**config.mk**
```make
export PLATFORM = sky130hd
export DESIGN_NAME = twm_top
export DESIGN_NICKNAME = d
export VERILOG_FILES = /design/src/hdl/twm_pkg.sv /design/src/hdl/twm_bit_engine.sv /design/src/hdl/twm_top.sv
export VERILOG_INCLUDE_DIRS = /design/src /design/src/hdl
export SDC_FILE = /design/constraint.sdc
export NUM_CORES = 1
export LEC_CHECK = 0
export BUFFER_PORTS_ARGS = -buffer_cell sky130_fd_sc_hd__buf_2
export CAP_MARGIN = 5
export CORE_AREA = 2 2 99 101
export DETAILED_ROUTE_END_ITERATION = 8
export DIE_AREA = 0 0 101 103
export PLACE_DENSITY_LB_ADDON = 0.12
export SLEW_MARGIN = 20
export SYNTH_ARGS = -nofsm -noshare
export SYNTH_HDL_FRONTEND = slang
export SYNTH_HIERARCHICAL = 1
export SYNTH_SLANG_ARGS = --single-unit
```
**constraint.sdc**
```tcl
create_clock -name ref_clk -period 4.2 [get_ports ref_clk]
set_input_delay 0.84 -clock ref_clk [delete_from_list [all_inputs] [get_ports ref_clk]]
set_output_delay 0.84 -clock ref_clk [all_outputs]
set_load 0.05 [all_outputs]
```
**src/hdl/twm_params.svh**
```systemverilog
// Register offsets, field positions, reset values and status codes of the two-wire master
`ifndef TWM_PARAMS_SVH
`define TWM_PARAMS_SVH

// Register indices on the plain register port
`define TWM_REG_CTRL 2'h0
`define TWM_REG_STAT 2'h1
`define TWM_REG_DATA 2'h2
`define TWM_REG_RATE 2'h3

// Control register field positions
`define TWM_CTL_DONE 7
`define TWM_CTL_ACK 6
`define TWM_CTL_STA 5
`define TWM_CTL_STO 4
`define TWM_CTL_WCOL 3
`define TWM_CTL_EN 2
`define TWM_CTL_IE 0

// Status register layout: code in 7:3, prescaler in 1:0
`define TWM_STAT_CODE_LSB 3
`define TWM_STAT_MASK 8'hF8

// Status codes, prescaler bits zero
`define TWM_ST_START 8'h08
`define TWM_ST_RSTART 8'h10
`define TWM_ST_AW_ACK 8'h18
`define TWM_ST_AW_NACK 8'h20
`define TWM_ST_DATA_ACK 8'h28
`define TWM_ST_DATA_NACK 8'h30
`define TWM_ST_ARB_LOST 8'h38
`define TWM_ST_AR_ACK 8'h40
`define TWM_ST_AR_NACK 8'h48
`define TWM_ST_NONE 8'hF8

// Reset values
`define TWM_RST_CTRL 8'h00
`define TWM_RST_DATA 8'hFF
`define TWM_RST_RATE 8'h01
`define TWM_RST_PRESC 2'h0

`endif

```
**src/hdl/twm_pkg.sv**
```systemverilog
// Types shared by the two-wire master sequencer and its bit engine
package twm_pkg;

    // Commands from the sequencer to the bit engine
    typedef enum logic [1:0] {
        TWM_CMD_NONE,
        TWM_CMD_START,
        TWM_CMD_STOP,
        TWM_CMD_WRITE
    } twm_cmd_t;

    // Operating modes of the unit
    typedef enum logic [2:0] {
        TWM_MODE_IDLE,
        TWM_MODE_MT,
        TWM_MODE_MR,
        TWM_MODE_ST,
        TWM_MODE_SR
    } twm_mode_t;

    // Sequencer states
    typedef enum logic [2:0] {
        TWM_SEQ_IDLE,
        TWM_SEQ_WAIT_FREE,
        TWM_SEQ_START,
        TWM_SEQ_STOP,
        TWM_SEQ_ADDR,
        TWM_SEQ_DATA
    } twm_seq_t;

    // Bit engine states
    typedef enum logic [1:0] {
        TWM_ENG_IDLE,
        TWM_ENG_START,
        TWM_ENG_STOP,
        TWM_ENG_WRITE
    } twm_eng_t;

endpackage

```
**src/hdl/twm_bit_engine.sv**
```systemverilog
// Bit engine of the two-wire master: START, STOP and byte transmit with acknowledge
`timescale 1ns/10ps
`default_nettype none

module twm_bit_engine
    import twm_pkg::*;
(
    // Clock and reset
    input wire logic ref_clk,
    input wire logic rst_n,
    // Control from the sequencer
    input wire logic enable,
    input wire logic tick,
    input wire logic cmd_valid,
    input wire twm_cmd_t cmd,
    input wire logic [7:0] tx_byte,
    output logic done,
    output logic ack_seen,
    output logic arb_lost,
    output logic bus_busy,
    // Serial clock pin
    input wire logic scl_sense,
    output logic scl_val,
    output logic scl_oe,
    // Serial data pin
    input wire logic sda_sense,
    output logic sda_val,
    output logic sda_oe
);

    logic [1:0] scl_sync_q;
    logic [1:0] sda_sync_q;
    logic sda_prev_q;
    logic busy_q;
    twm_eng_t state_q;
    logic [1:0] phase_q;
    logic [3:0] bit_q;
    logic [8:0] shift_q;
    logic scl_low_q;
    logic sda_low_q;
    logic done_q;
    logic ack_q;
    logic arb_q;
    logic scl_s;
    logic sda_s;

    assign scl_s = scl_sync_q[1];
    assign sda_s = sda_sync_q[1];

    ////////////////////////////////////////////////////////////////////////////
    // Pin synchronisers and bus-free watch

    always_ff @(posedge ref_clk) begin
        if (!rst_n) begin
            scl_sync_q <= 2'h3;
            sda_sync_q <= 2'h3;
            sda_prev_q <= 1'b1;
        end else begin
            scl_sync_q <= {scl_sync_q[0], scl_sense};
            sda_sync_q <= {sda_sync_q[0], sda_sense};
            sda_prev_q <= sda_s;
        end
    end

    // Busy from any START seen on the wires until any STOP
    always_ff @(posedge ref_clk) begin
        if (!rst_n) begin
            busy_q <= 1'b0;
        end else if (scl_s && sda_prev_q && !sda_s) begin
            busy_q <= 1'b1;
        end else if (scl_s && !sda_prev_q && sda_s) begin
            busy_q <= 1'b0;
        end
    end

    ////////////////////////////////////////////////////////////////////////////
    // Condition and byte sequencer, four quarter-bit phases per condition or bit

    always_ff @(posedge ref_clk) begin
        if (!rst_n || !enable) begin
            state_q <= TWM_ENG_IDLE;
            phase_q <= 2'h0;
            bit_q <= 4'h0;
            shift_q <= 9'h1FF;
            scl_low_q <= 1'b0;
            sda_low_q <= 1'b0;
            done_q <= 1'b0;
            ack_q <= 1'b0;
            arb_q <= 1'b0;
        end else begin
            done_q <= 1'b0;
            arb_q <= 1'b0;
            unique case (state_q)
                TWM_ENG_IDLE: begin
                    phase_q <= 2'h0;
                    bit_q <= 4'h0;
                    shift_q <= {tx_byte, 1'b1};
                    if (cmd_valid && cmd == TWM_CMD_START) begin
                        state_q <= TWM_ENG_START;
                    end else if (cmd_valid && cmd == TWM_CMD_STOP) begin
                        state_q <= TWM_ENG_STOP;
                    end else if (cmd_valid && cmd == TWM_CMD_WRITE) begin
                        state_q <= TWM_ENG_WRITE;
                    end
                end
                TWM_ENG_START: begin
                    // Phase 2 waits for the released clock wire to read high
                    if (tick && (phase_q != 2'h2 || scl_s)) begin
                        phase_q <= phase_q + 2'h1;
                        unique case (phase_q)
                            2'h0: sda_low_q <= 1'b0;
                            2'h1: scl_low_q <= 1'b0;
                            2'h2: sda_low_q <= 1'b1;
                            2'h3: begin
                                scl_low_q <= 1'b1;
                                done_q <= 1'b1;
                                state_q <= TWM_ENG_IDLE;
                            end
                        endcase
                    end
                end
                TWM_ENG_STOP: begin
                    if (tick && (phase_q != 2'h2 || scl_s)) begin
                        phase_q <= phase_q + 2'h1;
                        unique case (phase_q)
                            2'h0: sda_low_q <= 1'b1;
                            2'h1: scl_low_q <= 1'b0;
                            2'h2: sda_low_q <= 1'b0;
                            2'h3: begin
                                done_q <= 1'b1;
                                state_q <= TWM_ENG_IDLE;
                            end
                        endcase
                    end
                end
                TWM_ENG_WRITE: begin
                    if (tick && (phase_q != 2'h2 || scl_s)) begin
                        phase_q <= phase_q + 2'h1;
                        unique case (phase_q)
                            2'h0: sda_low_q <= !shift_q[8];
                            2'h1: scl_low_q <= 1'b0;
                            2'h2: begin
                                // A released one read back as zero means another master won
                                if (bit_q != 4'h8 && shift_q[8] && !sda_s) begin
                                    scl_low_q <= 1'b0;
                                    sda_low_q <= 1'b0;
                                    arb_q <= 1'b1;
                                    done_q <= 1'b1;
                                    state_q <= TWM_ENG_IDLE;
                                end else if (bit_q == 4'h8) begin
                                    ack_q <= !sda_s;
                                end
                            end
                            2'h3: begin
                                scl_low_q <= 1'b1;
                                shift_q <= {shift_q[7:0], 1'b1};
                                bit_q <= bit_q + 4'h1;
                                if (bit_q == 4'h8) begin
                                    done_q <= 1'b1;
                                    state_q <= TWM_ENG_IDLE;
                                end
                            end
                        endcase
                    end
                end
            endcase
        end
    end

    assign done = done_q;
    assign ack_seen = ack_q;
    assign arb_lost = arb_q;
    assign bus_busy = busy_q;
    assign scl_val = 1'b0;
    assign scl_oe = scl_low_q;
    assign sda_val = 1'b0;
    assign sda_oe = sda_low_q;

endmodule

`default_nettype wire

```
**src/hdl/twm_top.sv**
```systemverilog
// Two-wire master transmitter: register file, step sequencer and bit-rate divider
`timescale 1ns/10ps
`default_nettype none

`include "twm_params.svh"

module twm_top
    import twm_pkg::*;
(
    // Clock and reset
    input wire logic ref_clk,
    input wire logic rst_n,
    // Register port
    input wire logic [1:0] reg_addr,
    input wire logic [7:0] reg_wdata,
    input wire logic reg_wr,
    input wire logic reg_rd,
    output logic [7:0] reg_rdata,
    // Serial clock pin
    input wire logic scl_sense,
    output logic scl_val,
    output logic scl_oe,
    // Serial data pin
    input wire logic sda_sense,
    output logic sda_val,
    output logic sda_oe,
    // Interrupt request
    output logic irq
);

    // Control register bits
    logic done_flag_q;
    logic ack_en_q;
    logic start_req_q;
    logic stop_req_q;
    logic wcol_q;
    logic en_q;
    logic ie_q;
    // Other registers
    logic [1:0] presc_q;
    logic [7:0] rate_q;
    logic [7:0] data_q;
    logic [7:0] code_q;
    logic [7:0] rdata_q;
    // Sequencer
    twm_seq_t seq_q;
    twm_mode_t mode_q;
    logic own_q;
    logic addr_phase_q;
    logic cmd_valid_q;
    twm_cmd_t cmd_q;
    // Divider
    logic [14:0] div_cnt_q;
    logic [14:0] div_last;
    logic tick;
    // Engine answers
    logic eng_done;
    logic eng_ack;
    logic eng_arb;
    logic bus_busy;
    // Decoded register accesses
    logic ctl_wr;
    logic data_wr;
    logic resume;
    logic set_flag;
    logic [7:0] next_code;

    assign ctl_wr = reg_wr && reg_addr == `TWM_REG_CTRL;
    assign data_wr = reg_wr && reg_addr == `TWM_REG_DATA;
    assign resume = ctl_wr && reg_wdata[`TWM_CTL_DONE] && reg_wdata[`TWM_CTL_EN];

    ////////////////////////////////////////////////////////////////////////////
    // Bit-rate divider: quarter-bit tick every (rate+1) * 4^prescaler cycles

    assign div_last = ((15'(rate_q) + 15'h0001) << {presc_q, 1'b0}) - 15'h0001;

    always_ff @(posedge ref_clk) begin
        if (!rst_n || !en_q || div_cnt_q == div_last) begin
            div_cnt_q <= 15'h0000;
        end else begin
            div_cnt_q <= div_cnt_q + 15'h0001;
        end
    end

    assign tick = en_q && div_cnt_q == div_last;

    ////////////////////////////////////////////////////////////////////////////
    // Control register

    always_ff @(posedge ref_clk) begin
        if (!rst_n) begin
            ack_en_q <= 1'b0;
            en_q <= 1'b0;
            ie_q <= 1'b0;
            start_req_q <= 1'b0;
        end else if (ctl_wr) begin
            ack_en_q <= reg_wdata[`TWM_CTL_ACK];
            en_q <= reg_wdata[`TWM_CTL_EN];
            ie_q <= reg_wdata[`TWM_CTL_IE];
            start_req_q <= reg_wdata[`TWM_CTL_STA];
        end
    end

    // Stop request clears itself once the STOP is on the wires
    always_ff @(posedge ref_clk) begin
        if (!rst_n) begin
            stop_req_q <= 1'b0;
        end else if (seq_q == TWM_SEQ_STOP && eng_done) begin
            stop_req_q <= 1'b0;
        end else if (ctl_wr) begin
            stop_req_q <= reg_wdata[`TWM_CTL_STO];
        end
    end

    // Set wins over a clear in the same cycle
    always_ff @(posedge ref_clk) begin
        if (!rst_n) begin
            done_flag_q <= 1'b0;
        end else if (set_flag) begin
            done_flag_q <= 1'b1;
        end else if (ctl_wr && reg_wdata[`TWM_CTL_DONE]) begin
            done_flag_q <= 1'b0;
        end
    end

    ////////////////////////////////////////////////////////////////////////////
    // Data register and write collision

    always_ff @(posedge ref_clk) begin
        if (!rst_n) begin
            data_q <= `TWM_RST_DATA;
            wcol_q <= 1'b0;
        end else if (data_wr && !done_flag_q) begin
            wcol_q <= 1'b1;
        end else if (data_wr) begin
            data_q <= reg_wdata;
            wcol_q <= 1'b0;
        end
    end

    // Prescaler and bit rate
    always_ff @(posedge ref_clk) begin
        if (!rst_n) begin
            presc_q <= `TWM_RST_PRESC;
            rate_q <= `TWM_RST_RATE;
        end else if (reg_wr && reg_addr == `TWM_REG_STAT) begin
            presc_q <= reg_wdata[1:0];
        end else if (reg_wr && reg_addr == `TWM_REG_RATE) begin
            rate_q <= reg_wdata;
        end
    end

    ////////////////////////////////////////////////////////////////////////////
    // Status code of the step just finished

    always_comb begin
        set_flag = 1'b0;
        next_code = code_q;
        if (eng_done) begin
            unique case (seq_q)
                TWM_SEQ_START: begin
                    set_flag = 1'b1;
                    next_code = own_q ? `TWM_ST_RSTART : `TWM_ST_START;
                end
                TWM_SEQ_ADDR: begin
                    set_flag = 1'b1;
                    if (eng_arb) begin
                        next_code = `TWM_ST_ARB_LOST;
                    end else if (data_q[0]) begin
                        next_code = eng_ack ? `TWM_ST_AR_ACK : `TWM_ST_AR_NACK;
                    end else begin
                        next_code = eng_ack ? `TWM_ST_AW_ACK : `TWM_ST_AW_NACK;
                    end
                end
                TWM_SEQ_DATA: begin
                    set_flag = 1'b1;
                    if (eng_arb) begin
                        next_code = `TWM_ST_ARB_LOST;
                    end else begin
                        next_code = eng_ack ? `TWM_ST_DATA_ACK : `TWM_ST_DATA_NACK;
                    end
                end
                default: begin
                    set_flag = 1'b0;
                end
            endcase
        end
    end

    always_ff @(posedge ref_clk) begin
        if (!rst_n) begin
            code_q <= `TWM_ST_NONE;
        end else if (set_flag) begin
            code_q <= next_code;
        end
    end

    ////////////////////////////////////////////////////////////////////////////
    // Step sequencer: runs one step, or a STOP then a START, per flag clear, then waits

    // The write that sets enable may carry the first start request as well
    always_ff @(posedge ref_clk) begin
        if (!rst_n || (!en_q && !resume)) begin
            seq_q <= TWM_SEQ_IDLE;
            cmd_valid_q <= 1'b0;
            cmd_q <= TWM_CMD_NONE;
        end else begin
            cmd_valid_q <= 1'b0;
            unique case (seq_q)
                TWM_SEQ_IDLE: begin
                    if (resume && reg_wdata[`TWM_CTL_STO] && own_q) begin
                        seq_q <= TWM_SEQ_STOP;
                        cmd_q <= TWM_CMD_STOP;
                        cmd_valid_q <= 1'b1;
                    end else if (resume && reg_wdata[`TWM_CTL_STA] && own_q) begin
                        seq_q <= TWM_SEQ_START;
                        cmd_q <= TWM_CMD_START;
                        cmd_valid_q <= 1'b1;
                    end else if (resume && reg_wdata[`TWM_CTL_STA]) begin
                        seq_q <= TWM_SEQ_WAIT_FREE;
                    end else if (resume && own_q && mode_q != TWM_MODE_MR) begin
                        seq_q <= addr_phase_q ? TWM_SEQ_ADDR : TWM_SEQ_DATA;
                        cmd_q <= TWM_CMD_WRITE;
                        cmd_valid_q <= 1'b1;
                    end
                end
                TWM_SEQ_WAIT_FREE: begin
                    if (!bus_busy) begin
                        seq_q <= TWM_SEQ_START;
                        cmd_q <= TWM_CMD_START;
                        cmd_valid_q <= 1'b1;
                    end
                end
                TWM_SEQ_STOP: begin
                    if (eng_done) begin
                        seq_q <= start_req_q ? TWM_SEQ_WAIT_FREE : TWM_SEQ_IDLE;
                    end
                end
                TWM_SEQ_START, TWM_SEQ_ADDR, TWM_SEQ_DATA: begin
                    if (eng_done) begin
                        seq_q <= TWM_SEQ_IDLE;
                    end
                end
            endcase
        end
    end

    ////////////////////////////////////////////////////////////////////////////
    // Bus ownership and operating mode

    always_ff @(posedge ref_clk) begin
        if (!rst_n || !en_q) begin
            own_q <= 1'b0;
            addr_phase_q <= 1'b0;
            mode_q <= TWM_MODE_IDLE;
        end else if (eng_done) begin
            unique case (seq_q)
                TWM_SEQ_START: begin
                    own_q <= 1'b1;
                    addr_phase_q <= 1'b1;
                end
                TWM_SEQ_STOP: begin
                    own_q <= 1'b0;
                    mode_q <= TWM_MODE_IDLE;
                end
                TWM_SEQ_ADDR, TWM_SEQ_DATA: begin
                    addr_phase_q <= 1'b0;
                    if (eng_arb) begin
                        own_q <= 1'b0;
                        mode_q <= TWM_MODE_SR;
                    end else if (seq_q == TWM_SEQ_ADDR) begin
                        mode_q <= data_q[0] ? TWM_MODE_MR : TWM_MODE_MT;
                    end
                end
                default: begin
                    own_q <= own_q;
                end
            endcase
        end
    end

    ////////////////////////////////////////////////////////////////////////////
    // Bit engine

    twm_bit_engine u_engine (
        .ref_clk(ref_clk),
        .rst_n(rst_n),
        .enable(en_q),
        .tick(tick),
        .cmd_valid(cmd_valid_q),
        .cmd(cmd_q),
        .tx_byte(data_q),
        .done(eng_done),
        .ack_seen(eng_ack),
        .arb_lost(eng_arb),
        .bus_busy(bus_busy),
        .scl_sense(scl_sense),
        .scl_val(scl_val),
        .scl_oe(scl_oe),
        .sda_sense(sda_sense),
        .sda_val(sda_val),
        .sda_oe(sda_oe)
    );

    ////////////////////////////////////////////////////////////////////////////
    // Read port, data one cycle after the strobe

    always_ff @(posedge ref_clk) begin
        if (!rst_n) begin
            rdata_q <= 8'h00;
        end else if (reg_rd) begin
            unique case (reg_addr)
                `TWM_REG_CTRL: rdata_q <= {done_flag_q, ack_en_q, start_req_q, stop_req_q,
                                           wcol_q, en_q, 1'b0, ie_q};
                // Code reads F8 whenever no step result is pending
                `TWM_REG_STAT: rdata_q <= ((done_flag_q ? code_q : `TWM_ST_NONE)
                                           & `TWM_STAT_MASK) | {6'h00, presc_q};
                `TWM_REG_DATA: rdata_q <= data_q;
                `TWM_REG_RATE: rdata_q <= rate_q;
            endcase
        end
    end

    assign reg_rdata = rdata_q;

    assign irq = done_flag_q && ie_q;

endmodule

`default_nettype wire

```
==> results of run 1 <==
where the power goes:
group	total [mW]	switching [mW]	internal, mW
logic	0.208	0.133	0.0757
registers	0.890	0.0145	0.876
clock network	0.532	0.305	0.227
total	1.63	0.452	1.18
metal layers:
layer	global-route usage, %	vias up
li1	-	2440
met1	35.25	2304
met2	43.23	114
met3	4.542	22
met4	8.940	0
met5	0	-
through the flow:
step | instances | setup WS (ns) | total power, mW
6_report | 811 | 0.3045 | 1.631
2_1_floorplan | 692 | 0.4417 | 1.068
4_1_cts | 811 | 0.1345 | 1.648
3_3_place_gp | 796 | 0.3028 | 1.112
3_5_place_dp | 796 | 0.1540 | 1.116
5_1_grt | 811 | 0.01495 | 1.704
registers in the layout, summed over array words and instances (netlist names), 2 cells and up:
name                 flops
u_engine/bit_q           4
u_engine/phase_q         2
mode_q                   3
div_cnt_q               15
u_engine/shift_q         8
reg_rdata                8
data_q                   8
seq_q                    3
rate_q                   8
code_q                   5
presc_q                  2
cmd_q                    2
u_engine/state_q         2
u_engine/scl_sync_q      2
u_engine/sda_sync_q      2
cell type report:
cell class	instances	area [um^2]	area share, %
inverters	24	90.09	1.516
repair buffers	37	212.7	3.580
multi-input cells	530	3502	58.95
clock inverters	4	27.53	0.4634
well taps	114	142.6	2.401
flip-flops and latches	91	1824	30.71
clock buffers	11	141.4	2.380
worst max-delay path, stage by stage (launching register included):
cell and delay, ns:
dfxtp_1 0.42, ha_2 0.28, nand2_1 0.17, o21a_1 0.25, o41ai_2 0.40, a211oi_2 0.12
and3_1 0.24, and4bb_1 0.22, xnor2_1 0.16, a2111oi_4 0.35, and3_2 0.33, o211ai_1 0.16
a2111oi_4 0.45, nand4_1 0.16, o31ai_1 0.10
worst max-delay path by stage:
stage,startpoint,end,slack [ns],cells after the start
after CTS,rate_q[1],u_engine/state_q[0],0.13,14
after detailed placement,rate_q[1],u_engine/state_q[0],0.15,14
after global routing,presc_q[0],u_engine/scl_oe,0.01,15
final,rate_q[1],u_engine/state_q[1],0.30,14
after floorplan,rate_q[1],u_engine/shift_q[2],0.44,16
after global placement,rate_q[3],u_engine/state_q[0],0.30,13
placed cells by master (no fill, tap or decap), types with 5 or more instances in the layout:
cell type	netlist	layout
nor2_1	53	53
o211ai_1	9	9
nand3b_1	11	11
a21oi_1	25	25
a211oi_1	19	19
and3_1	12	11
inv_1	22	22
o211a_1	9	9
buf_4	5	11
nand4_1	6	6
o21a_1	5	5
xor2_1	21	20
dfxtp_1	91	89
ha_1	16	15
clkbuf_8	0	10
buf_2	2	26
xnor2_1	22	22
and2_1	5	5
nor3_1	11	11
nand2_1	111	111
nand3_1	27	27
o311ai_0	6	5
nor2b_1	15	15
a21boi_0	12	12
o21ai_0	29	29
nand2b_1	8	8
a31oi_1	5	5
mux2_2	10	10
mux2i_1	15	15
cell families after synthesis:
kind of cell / count (synthesis) / share of synthesized area [%]
and+or+nand+nor: 279 / 24.42
AOI/OAI and AO/OA: 164 / 21.87
DFF: 91 / 32.32
buffers and inverters: 71 / 6.038
xor gates and xnor gates: 43 / 6.681
muxes: 26 / 5.061
adders and majority gates: 16 / 3.552
other: 1 / 0.06653
==> flow_summary.toml, run 1 <==
[flow_run]
cap_viol_max_count = 0

[drt]
wl_met3_um = 507
wl_per_cell_um = 16.10
num_vias = 4880
antenna_left = 0
drt_iter0_markers = 296
met1_length_mm = 6.120
drt_wl_total_mm = 13.05
viasPerCell = 6.017
wl_met2_mm = 6.188
drt_first_pass_iters = 5
drcViolationCount = 0
highest_layer = "met4"

[timing]
rsz0062_at_grt = "no"
setup_viol = 0
min_period_ns = 3.896
maxSlewViolCount = 0
tightest_slew_ns = 0.8407
slew_headroom_pct = 43.95
hold_viol = 0
finClkSkew_ns = 0.01050
fmaxAchievable_mhz = 256.7
period_share_pct = 92.75
hold_slack_ns = 0.4089
setup_tns_ns = 0

[logic_synthesis]
synthTopCellsByCount = "nand2_1 (111), dfxtp_1 (91), nor2_1 (53), clkbuf_1 (32), o21ai_0 (29)"
syn_inst = 691
yosysSeqAreaShare_pct = 32.32
async_flop_share_pct = 0
netlist_area_um2 = 5637
synth.avg_cell_area_um2 = 8.157
synth-seq-cells = 91
synth_top_area_share_pct = 32.32
yosysTopAreaCell = "dfxtp_1"
synth_area_leaders = "dfxtp_1 (32%), nand2_1 (7.4%), ha_1 (3.6%)"
ys_types = 75
synth_enable_flop_cells = 0
yosys_warnings = 6
synth_most_common_cell = "nand2_1"
synth_ff_type = "dfxtp_1"

[setup_path]
r2r_end = "u_engine/state_q[1]"
critPathLaunchType = "register"
r2r_slack_ns = 0.30
cp.required_ns = 4.47
reg2reg_from = "rate_q[1]"
r2r_cells = 14
path_max_fanout = 7
crit_path_end_kind = "register"
critPathKind = "reg2reg"
cp.arrival_ns = 4.17

[clock_tree]
clk_pin_slew_ns = 0.09
h-tree-depth = 3
postCtsSetupBuffers = 0
cts-root-buf = "clkbuf_8"
ctsHoldBuffers = 0
numClockSinks = 91
cts_tree = "built"
clock_path_buffers = 2
cts-buffers-inserted = 9
ctsResizeCount = 0
clk_latency_ns = 0.36

[hold_path]
min_path_cells = 1
hp-start = "u_engine/scl_sync_q[0]"
hold_end = "u_engine/scl_sync_q[1]"
hold_class = "reg2reg"

[run_status]
status = "finished clean"

[placement]
postPlaceCellArea_um2 = 5746
portBuffers = 26
place.gp.congestion = 0.9424
hpwlAfterDp_mm = 9.573

[die]
start_util_pct = 59.59
dieHeight_um = 103
fp.dieArea_um2 = 10400
io_pins = 29
die_width_um = 101
core_um2 = 9459
fp-row-count = 36

[global_routing]
gr-total-overflow = 0
grt_pass1_wl_mm = 21.91
first_global_vias = 4562
grt_max_degree = 46
antenna_found_initial = 0
track_usage_pct = 26.33

[power]
p_leak_nw = 2.209
p_per_area_nw_per_um2 = 274.6
peakVddDrop_mv = 0.1780

[finish]
area_growth_pct = 5.394
layout-drive-gt1-share_pct = 11.91
n_antenna_cell = 0
fillers = 867
fin_nets = 725
utilization_pct = 62.80
stdcell_area_um2 = 5941
Power figures use the tool's default switching activity.
==> inputs of run 2 (changes only) <==
- BUFFER_PORTS_ARGS: -buffer_cell sky130_fd_sc_hd__buf_2 -> unset
- CORE_AREA: 2 2 99 101 -> 2 2 97 99
- DIE_AREA: 0 0 101 103 -> 0 0 99 101
- DONT_BUFFER_PORTS: unset -> 1
==> flow_summary.toml, run 2 (synthesis results as in run 1) <==
[run_status]
status = "finished clean"

[setup_path]
crit_path_end_kind = "register"
cp.arrival_ns = 4.23
reg2reg_from = "rate_q[1]"
crit_start = "rate_q[1]"
critPathLaunchType = "register"
path_max_fanout = 7
cp.required_ns = 4.48
critPathKind = "reg2reg"

[finish]
final_cell_mix = "nand2_1 (110), dfxtp_1 (90), nor2_1 (53)"
regArea_um2 = 1823
area_growth_pct = 3.618
fin_nets = 700
largest-register = "div_cnt_q"
n_antenna_cell = 0
layout-drive-gt1-share_pct = 8.767
final_common_cell = "nand2_1"
fillers = 777
largest_reg_flops = 15
multi_input_area_um2 = 3506

[die]
start_util_pct = 62.79
dieHeight_um = 101
die_width_um = 99
core_um2 = 8977
io_pins = 29
fp.dieArea_um2 = 9999
fp-row-count = 35

[timing]
setup_tns_ns = 0
tightest_slew_ns = 0.8262
rsz0062_at_grt = "no"
finClkSkew_ns = 0.01877
period_share_pct = 94.21
min_period_ns = 3.957
hold_viol = 0
setup_viol = 0
maxSlewViolCount = 0
fmaxAchievable_mhz = 252.7
slew_headroom_pct = 44.92

[power]
p_leak_nw = 2.114
peakVddDrop_mv = 0.1881
finalPower_mw = 1.648
p_per_area_nw_per_um2 = 282.1

[drt]
drt_first_pass_iters = 4
viasPerCell = 6.057
drcViolationCount = 0
num_vias = 4749
antenna_left = 0
drt_iter0_markers = 316
drt_wl_total_mm = 12.44
wl_per_cell_um = 15.87

[clock_tree]
clk_latency_ns = 0.36
cts-root-buf = "clkbuf_8"
clock_path_buffers = 2
cts_tree = "built"
cts-buffers-inserted = 9
clk_pin_slew_ns = 0.10
numClockSinks = 91
h-tree-depth = 3
postCtsSetupBuffers = 0

[placement]
place.gp.congestion = 0.8375
portBuffers = 0
hpwlAfterDp_mm = 9.096

[hold_path]
hold_class = "reg2reg"
hp-start = "u_engine/scl_sync_q[0]"

[global_routing]
track_usage_pct = 26.02
grt_max_degree = 50
grt_pass1_wl_mm = 21.38
first_global_vias = 4466
gr-total-overflow = 0
antenna_found_initial = 0

[flow_run]
cap_viol_max_count = 0
run 2: cell count changes in the layout (fill, tap and decap cells not counted), sizes merged:
cell      before  now
clkinvlp       3    2
clkbuf        11   10
clkinv         3    2
buf           37   12
inv           22   26
run 2: critical path: stages, from the launching register on:
cell and delay, ns:
dfxtp_1 0.44, ha_2 0.29, nand2_1 0.18, o21a_1 0.24, o41ai_2 0.41, a211oi_2 0.13, and3_1 0.24, and4bb_1 0.22
xnor2_1 0.16, a2111oi_4 0.34, and3_2 0.32, o211ai_1 0.16, a2111oi_4 0.46, o2111ai_1 0.17, o31ai_1 0.10
run 2: cell type report:
type	count	share of cell area, %
multi-input combinational	530	60.03
clock inverter	6	0.9426
timing repair buffer	12	1.542
sequential	91	31.21
clock buffer	10	2.356
tap	111	2.378
inverter	24	1.542
run 2: per-layer routing:
metal  share of wire (%)  vias up  track usage [%]
met2                  49      110            43.97
met4                 2.0        0            9.273
met5                   0        -                0
met1                  45     2225            34.28
li1                    -     2390                -
met3                 4.1       24            3.329
run 2: worst paths after layout:
kind	to	slack [ns]	depth (start not counted)
worst max register to register	u_engine/state_q[0]	0.24	14
worst min register to register	u_engine/scl_sync_q[1]	0.42	1
worst max-delay path	u_engine/state_q[0]	0.24	14
worst min-delay path	u_engine/scl_sync_q[1]	0.42	1
run 2: power breakdown:
group          switching (mW)  internal (mW)  total (mW)
clock                   0.340          0.244       0.584
sequential             0.0329          0.876       0.909
combinational          0.0875         0.0679       0.155
run 2: stage by stage:
stage / setup WS [ns] / util [%] / instance area (um^2) / instances / hold WS [ns]
finish: 0.2431 / 65.06 / 5841 / 784 / 0.4207
global route: 0.002437 / 65.06 / 5841 / 784 / 0.4370
CTS: 0.1376 / 64.74 / 5812 / 784 / 0.4251
detailed placement: 0.1617 / 62.59 / 5619 / 768 / 0.3985
global placement: 0.3253 / 62.59 / 5619 / 768 / 0.3891
floorplan: 0.4417 / - / 5640 / 692 / 0.3863
run 2: timing repair:
item / CTS / global route
endpoints found under the setup margin: 0 / 8
hold buffers: 0 / 0
resized for setup: 0 / 6
==> inputs of run 3 (changes only) <==
- clock period: 4.2 -> 3.7 ns (I/O delays scaled with it)
==> flow_summary.toml, run 3 (synthesis results as in run 1) <==
[setup_path]
crit_path_end_kind = "register"
critPathKind = "reg2reg"
path_max_fanout = 6
critPathLaunchType = "register"
cp.required_ns = 3.94
reg2reg_from = "rate_q[1]"
crit_start = "rate_q[1]"
r2r_slack_ns = -0.11
cp.arrival_ns = 4.05

[clock_tree]
cts_tree = "built"
h-tree-depth = 3
cts-root-buf = "clkbuf_8"
clk_latency_ns = 0.37
clock_path_buffers = 2
clk_pin_slew_ns = 0.09
cts-buffers-inserted = 9
numClockSinks = 91

[drt]
num_vias = 4946
antenna_left = 0
drt_iter0_markers = 290
drt_wl_total_mm = 13.29
drt_first_pass_iters = 5
viasPerCell = 6.136
drcViolationCount = 0
wl_per_cell_um = 16.49

[finish]
largest-register = "div_cnt_q"
n_antenna_cell = 0
stdcell_area_um2 = 6175
final_common_cell = "nand2_1"
fillers = 731
layout-drive-gt1-share_pct = 13.53
largest_reg_flops = 15
fin_nets = 722
final_cell_mix = "nand2_1 (110), dfxtp_1 (88), nor2_1 (52)"
area_growth_pct = 9.545

[global_routing]
grt_max_degree = 50
gr-total-overflow = 0
antenna_found_initial = 0
grt_pass1_wl_mm = 22.15
track_usage_pct = 27.06
first_global_vias = 4683

[timing]
finClkSkew_ns = 0.02066
slew_headroom_pct = 41.53
maxSlewViolCount = 0
min_period_ns = 3.810
hold_viol = 0
tightest_slew_ns = 0.8771
setup_viol = 5
rsz0062_at_grt = "yes"
fin_ws_ns = -0.1105
period_share_pct = 103.0
fmaxAchievable_mhz = 262.4

[die]
fp-row-count = 35
fp.dieArea_um2 = 9999
die_width_um = 99
dieHeight_um = 101
start_util_pct = 62.79
io_pins = 29
core_um2 = 8977

[power]
peakVddDrop_mv = 0.2245
finalPower_mw = 1.992
p_per_area_nw_per_um2 = 322.6
p_leak_nw = 2.276

[run_status]
status = "complete, but fails checks"
violations = "setup timing"

[placement]
place.gp.congestion = 0.9403
portBuffers = 0
hpwlAfterDp_mm = 9.400
postPlaceCellArea_um2 = 5737

[hold_path]
hp-start = "u_engine/scl_sync_q[0]"
hold_class = "reg2reg"

[flow_run]
cap_viol_max_count = 0
[run 3: report_power, final]
| part | leakage [nW] | total [mW] | internal (mW) | switching, mW |
|---|---|---|---|---|
| combinational | 1.43 | 0.205 | 0.0951 | 0.110 |
| clock | 0.109 | 0.755 | 0.389 | 0.366 |
| sequential | 0.739 | 1.03 | 0.994 | 0.0377 |
| total | 2.28 | 1.99 | 1.48 | 0.514 |
[run 3: layout make-up]
class	count	area (um^2)	share of cell area, %
Multi-Input combinational cell	530	3601	58.32
Sequential cell	91	1828	29.60
Timing Repair Buffer	34	291.5	4.721
Tap cell	111	138.9	2.249
Clock buffer	10	127.6	2.067
Clock inverter	6	96.34	1.560
Inverter	24	91.34	1.479
[run 3: worst max-delay path, cell delays in order (launching register included)]
cell	delay [ns]
dfxtp_1	0.41
buf_4	0.15
nand3_1	0.15
xor2_1	0.38
a21oi_1	0.14
a22oi_1	0.30
nand2_1	0.15
and4b_1	0.30
nand4b_1	0.16
a2111oi_4	0.40
and3_4	0.28
nand2_1	0.18
a211o_1	0.34
o211ai_1	0.23
o41ai_1	0.12
[run 3: worst paths after layout]
check | to | cells after the start
worst max-delay path | u_engine/scl_oe | 14
worst min-delay path | u_engine/scl_sync_q[1] | 1
worst max register to register | u_engine/scl_oe | 14
worst min register to register | u_engine/scl_sync_q[1] | 1
[run 3: repair_timing]
action                                  in CTS  in global routing
resized for setup                            3                 30
buffers inserted                             0                  6
cloned                                       0                  1
hold buffers                                 0                  0
pin swaps                                    0                 11
endpoints found under the setup margin       2                 19
[run 3: metrics by stage]
step | setup slack, ns | instances | util [%] | setup TNS [ns] | hold slack [ns]
after CTS | 0.01354 | 799 | 66.56 | 0 | 0.4287
after floorplan | 0.02287 | 692 | - | 0 | 0.3863
after detailed placement | -0.01008 | 783 | 63.90 | -0.01008 | 0.4050
after global routing | -0.2440 | 806 | 68.78 | -1.538 | 0.4293
final | -0.1105 | 806 | 68.78 | -0.2817 | 0.4194
after global placement | 0.1483 | 783 | 63.90 | 0 | 0.3888
[run 3: per-layer routing]
layer	global-route usage, %	routed length [um]
met4	9.484	283
met2	47.66	6722
met1	33.84	5797
met5	0	0
met3	3.883	485
